<file path="src/inc/ispc_pkg.sv">
// Constants and types shared by the idle/stop power control block.
package ispc_pkg;
  localparam logic [7:0] PWR_CTRL_ADDR = 8'h87;
  localparam int PWR_CTRL_IDLE_BIT = 0;
  localparam int PWR_CTRL_STOP_BIT = 1;
  localparam logic [7:0] PWR_CTRL_RESET = 8'h00;
  localparam logic [15:0] RESET_VECTOR = 16'h0000;
  localparam int CLK_FREQ_KHZ = 40000;
  localparam int MISCLK_TIMEOUT_US = 100;
  localparam int MISCLK_TIMEOUT_CYC = (MISCLK_TIMEOUT_US * CLK_FREQ_KHZ) / 1000;
  localparam int RESET_EXIT_CYC = 12;
  localparam int PIN_SYNC_RESET = 1;
  typedef enum logic [1:0] {
    ISPC_RUN,
    ISPC_IDLE,
    ISPC_STOP,
    ISPC_RESET
  } ispc_mode_t;
endpackage

</file>
<file path="src/inc/ispc_wake_if.sv">
// Interface between the power mode controller and its wake-source module.
`timescale 1ns/10ps
`default_nettype none
interface ispc_wake_if (
  input wire logic clk
);
  logic stop_active;
  logic misclk_enable;
  logic pin_rst;
  logic misclk_fire;
  modport ctrl (
    input clk,
    output stop_active,
    output misclk_enable,
    input pin_rst,
    input misclk_fire
  );
  modport wake (
    input clk,
    input stop_active,
    input misclk_enable,
    output pin_rst,
    output misclk_fire
  );
endinterface
`default_nettype wire

</file>
<file path="src/rtl/ispc_wake.sv">
// Wake sources: reset pin synchroniser and missing-clock timeout.
`timescale 1ns/10ps
`default_nettype none
module ispc_wake #(
  parameter int MISCLK_CYC = ispc_pkg::MISCLK_TIMEOUT_CYC
) (
  input wire logic sys_rst,
  input wire logic rst_pin_n,
  ispc_wake_if.wake wif
);
  localparam int CW = $clog2(MISCLK_CYC + 1);

  if (MISCLK_CYC < 2) begin : g_bad_misclk
    $error("MISCLK_CYC must be at least 2");
  end

  typedef struct packed {
    logic s1;
    logic s2;
    logic s3;
    logic pin_lvl_n;
    logic [CW-1:0] misclk_cnt;
    logic misclk_fire;
  } ispc_wake_state_t;

  ispc_wake_state_t st_q;
  ispc_wake_state_t st_d;

  always_comb begin
    st_d = st_q;
    st_d.s1 = rst_pin_n;
    st_d.s2 = st_q.s1;
    st_d.s3 = st_q.s2;
    // A change counts only once the second and third stages agree.
    if (st_q.s2 == st_q.s3) begin
      st_d.pin_lvl_n = st_q.s3;
    end
    st_d.misclk_fire = 1'b0;
    // The count runs on this same clock; a truly stopped oscillator would need a
    // free-running reference here instead.
    if (wif.stop_active && wif.misclk_enable) begin
      if (st_q.misclk_cnt == CW'(MISCLK_CYC - 1)) begin
        st_d.misclk_fire = 1'b1;
        st_d.misclk_cnt = '0;
      end else begin
        st_d.misclk_cnt = st_q.misclk_cnt + CW'(1);
      end
    end else begin
      st_d.misclk_cnt = '0;
    end
  end

  always_ff @(posedge wif.clk) begin
    if (sys_rst) begin
      st_q <= '{s1: 1'b1, s2: 1'b1, s3: 1'b1, pin_lvl_n: 1'b1, misclk_cnt: '0,
                misclk_fire: 1'b0};
    end else begin
      st_q <= st_d;
    end
  end

  assign wif.pin_rst = ~st_q.pin_lvl_n;
  assign wif.misclk_fire = st_q.misclk_fire;

  a_misclk_timeout: assert property (@(posedge wif.clk) disable iff (sys_rst)
    $rose(st_q.misclk_fire) |-> $past(wif.stop_active) && $past(wif.misclk_enable))
    else $error("missing-clock reset without enabled stop");
endmodule // ispc_wake
`default_nettype wire

</file>
<file path="src/rtl/ispc_top.sv">
// Idle and stop power mode controller with its power control register.
//
// Contract
// Idle begins only after writing instruction completes.
// Idle keeps state, peripherals keep running.
// Enabled interrupt or reset pin ends idle.
// Interrupt wake clears idle, restarts, services interrupt.
// After return, resume after idle-setting instruction.
// Reset ends idle, reset sequence, fetch 0x0000.
// Watchdog runs in idle; overflow resets device.
// Software disables unlocked watchdog for endless idle.
// Follow idle-setting instruction with two-byte opcode.
// Stop halts processor and oscillator after instruction.
// In stop only missing-clock detector stays active.
// Only reset ends stop; fetch from 0x0000.
// Missing-clock detector resets; disable for long stops.
// Mode bits read zero; zero writes ignored.
// Both bits written together: stop wins.
`timescale 1ns/10ps
`default_nettype none
module ispc_top #(
  parameter int HOLD_CYC = ispc_pkg::RESET_EXIT_CYC,
  parameter int MISCLK_CYC = ispc_pkg::MISCLK_TIMEOUT_CYC
) (
  input wire logic clk,
  input wire logic sys_rst,
  input wire logic rst_pin_n,
  input wire logic [7:0] sfr_addr,
  input wire logic sfr_wr,
  input wire logic sfr_rd,
  input wire logic [7:0] sfr_wdata,
  output logic [7:0] sfr_rdata,
  output logic sfr_hit,
  input wire logic insn_done,
  input wire logic irq_pend,
  input wire logic watchdog_overflow,
  input wire logic int_rst_req,
  input wire logic misclk_enable,
  output logic cpu_clk_en,
  output logic periph_clk_en,
  output logic osc_en,
  output logic irq_timer_en,
  output logic watchdog_clk_en,
  output logic core_rst,
  output logic [15:0] fetch_vector,
  output logic irq_resume,
  output logic idle_active,
  output logic stop_active
);
  localparam int HW = $clog2(HOLD_CYC + 1);

  if (HOLD_CYC < 1) begin : g_bad_hold
    $error("HOLD_CYC must be at least 1");
  end

  typedef struct packed {
    ispc_pkg::ispc_mode_t mode;
    logic arm_idle;
    logic arm_stop;
    logic [HW-1:0] hold;
    logic irq_resume;
    logic [7:0] rdata;
    logic [15:0] vector;
  } ispc_state_t;

  ispc_state_t st_q;
  ispc_state_t st_d;

  ispc_wake_if wif (
    .clk(clk)
  );

  ispc_wake #(
    .MISCLK_CYC(MISCLK_CYC)
  ) u_wake (
    .sys_rst(sys_rst),
    .rst_pin_n(rst_pin_n),
    .wif(wif)
  );

  logic wr_hit;
  logic rst_any;
  logic arm_i;
  logic arm_s;

  assign wif.stop_active = (st_q.mode == ispc_pkg::ISPC_STOP);
  assign wif.misclk_enable = misclk_enable;

  assign wr_hit = sfr_wr && (sfr_addr == ispc_pkg::PWR_CTRL_ADDR);
  assign sfr_hit = (sfr_wr || sfr_rd) && (sfr_addr == ispc_pkg::PWR_CTRL_ADDR);

  // Any internal or external reset source ends whatever mode is active.
  assign rst_any = wif.pin_rst | watchdog_overflow | int_rst_req | wif.misclk_fire;

  // Writing zero leaves an earlier request armed.
  assign arm_i = st_q.arm_idle | (wr_hit & sfr_wdata[ispc_pkg::PWR_CTRL_IDLE_BIT]);
  assign arm_s = st_q.arm_stop | (wr_hit & sfr_wdata[ispc_pkg::PWR_CTRL_STOP_BIT]);

  always_comb begin
    st_d = st_q;
    st_d.irq_resume = 1'b0;
    // Both mode bits are write-only, so every read returns zero.
    st_d.rdata = ispc_pkg::PWR_CTRL_RESET;
    if (rst_any) begin
      st_d.mode = ispc_pkg::ISPC_RESET;
      st_d.hold = '0;
      st_d.arm_idle = 1'b0;
      st_d.arm_stop = 1'b0;
    end else begin
      case (st_q.mode)
        ispc_pkg::ISPC_RUN: begin
          // The halt waits for the writing instruction to retire.
          if (insn_done) begin
            if (arm_s) begin
              st_d.mode = ispc_pkg::ISPC_STOP;
            end else if (arm_i) begin
              st_d.mode = ispc_pkg::ISPC_IDLE;
            end
            st_d.arm_idle = 1'b0;
            st_d.arm_stop = 1'b0;
          end else begin
            st_d.arm_idle = arm_i;
            st_d.arm_stop = arm_s;
          end
        end
        ispc_pkg::ISPC_IDLE: begin
          // The core reset is not touched, so the program counter still points
          // past the idle-setting instruction when the handler returns.
          if (irq_pend) begin
            st_d.mode = ispc_pkg::ISPC_RUN;
            st_d.irq_resume = 1'b1;
          end
        end
        ispc_pkg::ISPC_STOP: begin
          // Interrupts cannot end stop; only the reset path above can.
          st_d.mode = ispc_pkg::ISPC_STOP;
        end
        ispc_pkg::ISPC_RESET: begin
          if (st_q.hold == HW'(HOLD_CYC - 1)) begin
            st_d.mode = ispc_pkg::ISPC_RUN;
            st_d.hold = '0;
          end else begin
            st_d.hold = st_q.hold + HW'(1);
          end
          st_d.vector = ispc_pkg::RESET_VECTOR;
        end
        default: begin
          st_d.mode = ispc_pkg::ISPC_RESET;
          st_d.hold = '0;
        end
      endcase
    end
  end

  always_ff @(posedge clk) begin
    if (sys_rst) begin
      st_q <= '{mode: ispc_pkg::ISPC_RESET, arm_idle: 1'b0, arm_stop: 1'b0, hold: '0,
                irq_resume: 1'b0, rdata: ispc_pkg::PWR_CTRL_RESET,
                vector: ispc_pkg::RESET_VECTOR};
    end else begin
      st_q <= st_d;
    end
  end

  assign idle_active = (st_q.mode == ispc_pkg::ISPC_IDLE);
  assign stop_active = (st_q.mode == ispc_pkg::ISPC_STOP);
  assign core_rst = (st_q.mode == ispc_pkg::ISPC_RESET);
  // Only the processor clock is gated in idle; registers simply hold.
  assign cpu_clk_en = (st_q.mode == ispc_pkg::ISPC_RUN);
  assign periph_clk_en = !stop_active;
  assign osc_en = !stop_active;
  assign irq_timer_en = !stop_active;
  // A watchdog that software left enabled keeps counting through idle.
  assign watchdog_clk_en = !stop_active;
  assign irq_resume = st_q.irq_resume;
  assign sfr_rdata = st_q.rdata;
  assign fetch_vector = st_q.vector;

  a_idle_after_done: assert property (@(posedge clk) disable iff (sys_rst)
    $rose(idle_active) |-> $past(insn_done) && $past(st_q.mode) == ispc_pkg::ISPC_RUN)
    else $error("idle entered before instruction completed");

  a_idle_entry: assert property (@(posedge clk) disable iff (sys_rst)
    (cpu_clk_en && wr_hit && sfr_wdata == 8'h01 && insn_done && !rst_any)
      |=> idle_active && !cpu_clk_en)
    else $error("idle write did not halt processor");

  a_idle_keeps_run: assert property (@(posedge clk) disable iff (sys_rst)
    idle_active |-> periph_clk_en && osc_en && irq_timer_en && !cpu_clk_en)
    else $error("peripherals not running during idle");

  a_idle_irq_wake: assert property (@(posedge clk) disable iff (sys_rst)
    (idle_active && irq_pend && !rst_any) |=> cpu_clk_en && irq_resume ##1 !irq_resume)
    else $error("interrupt did not wake from idle");

  a_idle_watchdog_run: assert property (@(posedge clk) disable iff (sys_rst)
    (idle_active && watchdog_overflow) |-> watchdog_clk_en ##1 core_rst && !idle_active)
    else $error("watchdog overflow did not end idle");

  a_stop_prio: assert property (@(posedge clk) disable iff (sys_rst)
    (cpu_clk_en && wr_hit && sfr_wdata == 8'h03 && insn_done && !rst_any) |=> stop_active)
    else $error("stop did not take precedence over idle");

  a_stop_gates: assert property (@(posedge clk) disable iff (sys_rst)
    stop_active |-> !osc_en && !irq_timer_en && !cpu_clk_en && !watchdog_clk_en)
    else $error("clock or interrupt left active in stop");

  a_stop_only_rst: assert property (@(posedge clk) disable iff (sys_rst)
    (stop_active && !rst_any) |=> stop_active)
    else $error("stop left without reset");

  a_reset_exit: assert property (@(posedge clk) disable iff (sys_rst)
    $fell(core_rst) |-> $past(core_rst, 12) && fetch_vector == 16'h0000)
    else $error("reset sequence too short or wrong vector");

  a_read_zero: assert property (@(posedge clk) disable iff (sys_rst)
    (sfr_rd && sfr_hit) |=> sfr_rdata == 8'h00)
    else $error("power control register read nonzero");

  a_misclk_ends_stop: assert property (@(posedge clk) disable iff (sys_rst)
    (stop_active && wif.misclk_fire) |=> core_rst && !stop_active)
    else $error("missing-clock reset did not end stop");

  a_stop_periph_off: assert property (@(posedge clk) disable iff (sys_rst)
    stop_active |-> !periph_clk_en)
    else $error("peripheral clock running in stop");

  // An interrupt must never restart a stopped core; only reset may.
  a_stop_irq_ignored: assert property (@(posedge clk) disable iff (sys_rst)
    (stop_active && irq_pend && !rst_any) |=> !irq_resume && !cpu_clk_en)
    else $error("interrupt woke core from stop");

  a_reset_vector: assert property (@(posedge clk) disable iff (sys_rst)
    core_rst |-> fetch_vector == ispc_pkg::RESET_VECTOR)
    else $error("reset sequence without reset vector");

  a_resume_single: assert property (@(posedge clk) disable iff (sys_rst)
    irq_resume |=> !irq_resume)
    else $error("interrupt resume pulse longer than one cycle");

  a_zero_write_ignored: assert property (@(posedge clk) disable iff (sys_rst)
    (cpu_clk_en && wr_hit && sfr_wdata[1:0] == 2'b00 && !st_q.arm_idle && !st_q.arm_stop
      && !rst_any) |=> cpu_clk_en)
    else $error("zero write changed power mode");
endmodule // ispc_top
`default_nettype wire

</file>
<file path="config.mk">
export PLATFORM = sky130hd
export DESIGN_NAME = ispc_top
export DESIGN_NICKNAME = d
export VERILOG_FILES = /design/src/inc/ispc_pkg.sv /design/src/inc/ispc_wake_if.sv /design/src/rtl/ispc_wake.sv /design/src/rtl/ispc_top.sv
export SDC_FILE = /design/constraint.sdc
export NUM_CORES = 1
export LEC_CHECK = 0
export ABC_AREA = 1
export BUFFER_PORTS_ARGS = -buffer_cell sky130_fd_sc_hd__buf_2
export CORE_ASPECT_RATIO = 0.7
export CORE_MARGIN = 4
export CORE_UTILIZATION = 45
export DETAILED_ROUTE_END_ITERATION = 10
export PLACE_DENSITY = 0.85
export RECOVER_POWER = 50
export SLEW_MARGIN = 30
export SYNTH_ARGS = -nofsm -noshare
export SYNTH_HDL_FRONTEND = slang
export SYNTH_HIERARCHICAL = 1
export SYNTH_SLANG_ARGS = --single-unit
</file>
<file path="constraint.sdc">
create_clock -name clk -period 1.4 [get_ports clk]
set_input_delay 0.14 -clock clk [delete_from_list [all_inputs] [get_ports clk]]
set_output_delay 0.14 -clock clk [all_outputs]
set_load 0.01 [all_outputs]
</file>
==> impl_metrics.tcl <==
set metrics [dict create \
    hold_viol_final 0 \
    synth-edff-count 0 \
    synth_area_leaders "dfxtp_1 35%, buf_4 14%, nand2_1 11%" \
    leakagePower_nw 0.756 \
    pre_cts_ws_ns 0.0759 \
    dr.pass1.iters 4 \
    grt_max_degree 15 \
    arrival_ns 1.47 \
    clock_latency_ns 0.27 \
    syn_area_mm2 0.00148 \
    end_kind "flip-flop" \
    path_buf_inv 2 \
    fin_crit_ns 1.30 \
    grtUsageMet1 0.150 \
    post-cts-setup-buffers 0 \
    setup_violations 0 \
    cts-root-buf "clkbuf_8" \
    timing.final.crit_share 0.926 \
    postLayoutCoreUtil 0.517 \
    grt_usage 0.125 \
    synth_top_area_share 0.351 \
    fmax_ghz 0.771 \
    power_density_mw_per_mm2 802 \
    syn_area_per_cell_um2 7.09 \
    grt_pass1_vias 1049 \
    overflow 0 \
    start_util 0.471 \
    num_rows 17 \
    hpwl_mm 2.19 \
    async_flop_share 0 \
    core_mm2 0.00315 \
    synth_area_leader_cell "dfxtp_1" \
    area_growth_pct 9.87 \
    crit_family "simple AND/OR/NAND/NOR gates" \
    via_per_inst 4.49 \
    cts_tree "done" \
    gp_congestion 0.782 \
    wirelength_mm 2.74 \
    synth_cells 209 \
    drt_iter0_markers 60 \
    postCtsHoldBufs 0 \
    met3_usage 0.0356 \
    final_cell_mix "43 x nand2_1, 27 x inv_1, 26 x buf_2, 24 x conb_1, 24 x dfxtp_1" \
    yosys_warnings 6 \
    crit_type "reg -> reg" \
    route.detailed.drc 0 \
    n_antenna_cell 0 \
    cts.htree.levels 1 \
    numCtsBuffers 3 \
    ys.flop_type "dfxtp_1" \
    final_common_cell "nand2_1" \
    crit_chain "nor2_1, inv_2, or2_4, o21ai_2, nor2_4, nand3_2, nand2_2, inv_2, nand2_1" \
    max_stage_delay_ns 0.36 \
    clockBufferDepth 2 \
    fin_ws_ns 0.104 \
    maxCapViolCount 0 \
    wl_per_cell_um 9.91 \
    path_clk_slew_ns 0.09 \
    grt_util_met2 0.203 \
    port_buffers 29 \
    startpoint_type "flip-flop" \
    grt_pass1_wl_mm 4.34 \
    status "complete, no violations" \
    die_h_um 56.0 \
    tns_ns 0 \
    ant_nets 0 \
    cp_max_fo 6 \
    holdWs_ns 0.0490 \
    antenna_found_initial 0 \
    die_area_mm2 0.00429 \
    die_w_um 76.6 \
    cp_common_cell "inv_2" \
    cts.sinks 26 \
    clock_skew_ns 0.00572 \
    synth_seq_cells 26 \
    busiest_layer "met2" \
    hp-class "in -> reg" \
    finalMaxSlewViolations 0 \
    io_pins 60 \
    synth.yosys.seq_area_share 0.351 \
    synth.distinct_cells 28 \
    nets 268 \
    cp_slowest_cell "dfxtp_2" \
    irDropWorstVdd_v 0.000317 \
    drive_above_1_share 0.247 \
    via_count 1244 \
    ctsResizeCount 0 \
    cp.required_ns 1.58 \
]
per-layer routing:
| metal | share of wire | up-vias | wire length (µm) |
|---|---|---|---|
| met5 | 0 | - | 0 |
| met1 | 0.45 | 552 | 1230 |
| li1 | - | 652 | - |
| met3 | 0.067 | 5 | 183 |
| met4 | 0.017 | 0 | 47 |
| met2 | 0.47 | 35 | 1280 |
area by class of cell:
cell class                 instances  area, µm²
fill                             304       1520
multi-input combinational        147        731
sequential                        26        523
timing repair buffer              31        156
inverter                          31        116
clock buffer                       4       55.1
tap                               38       47.5
cells in the mapped netlist, types with 2 or more instances:
library cell / number
inv_1: 27
nor2_1: 21
inv_2: 4
nor2_2: 3
or2_2: 4
nor3_1: 4
nand2_1: 43
nand4_1: 3
xor2_1: 3
nand2_2: 4
ha_1: 2
a21oi_1: 8
o21ai_0: 4
nand3_1: 12
nor2_4: 3
dfxtp_1: 26
buf_4: 27
worst register-to-register path, stage by stage (launching register included):
cell	delay, ns
dfxtp_2	0.36
nor2_1	0.19
inv_2	0.07
or2_4	0.25
o21ai_2	0.09
nor2_4	0.05
nand3_2	0.07
nand2_2	0.05
inv_2	0.04
nand2_1	0.03
where the power goes:
part | internal [mW] | switching, mW | leakage (nW) | total, mW
Combinational | 0.0283 | 0.0529 | 0.517 | 0.0812
Clock | 0.252 | 0.228 | 0.0288 | 0.479
Sequential | 0.744 | 0.00255 | 0.210 | 0.746
flip-flops by register name, indices dropped and copies added (netlist names):
| name | flops |
|---|---|
| u_wake/st_q | 14 |
| irq_resume | 1 |
| u_wake/st_d | 2 |
| st_q | 8 |
| u_wake/wif.misclk_fire | 1 |
cells by family after synthesis:
logic type      synth area share
xor+xnor                  0.0177
buf+inv                    0.223
fa+ha+maj                 0.0169
simple gates               0.319
compound gates            0.0700
other cells              0.00253
flops                      0.351
final timing paths:
path | slack (ns) | from | endpoint | cells after the start
max | 0.10 | st_q[31]$_SDFFE_PP1P_ | st_q[31]$_SDFFE_PP1P_ | 9
min | 0.05 | rst_pin_n | u_wake/st_d[15]$_SDFF_PP1_ | 2
max reg2reg | 0.10 | st_q[31]$_SDFFE_PP1P_ | st_q[31]$_SDFFE_PP1P_ | 9
min reg2reg | 0.42 | u_wake/st_d[15]$_SDFF_PP1_ | u_wake/st_d[14]$_SDFF_PP1_ | 1
metrics by stage:
step	instance area (µm²)	power [mW]	std cells
detailed placement	1560	0.844	273
finish	1630	1.31	277
global placement	1560	0.841	273
floorplan	1570	0.859	232
global route	1630	1.37	277
CTS	1620	1.33	277
(Power assumes the default switching activity.)
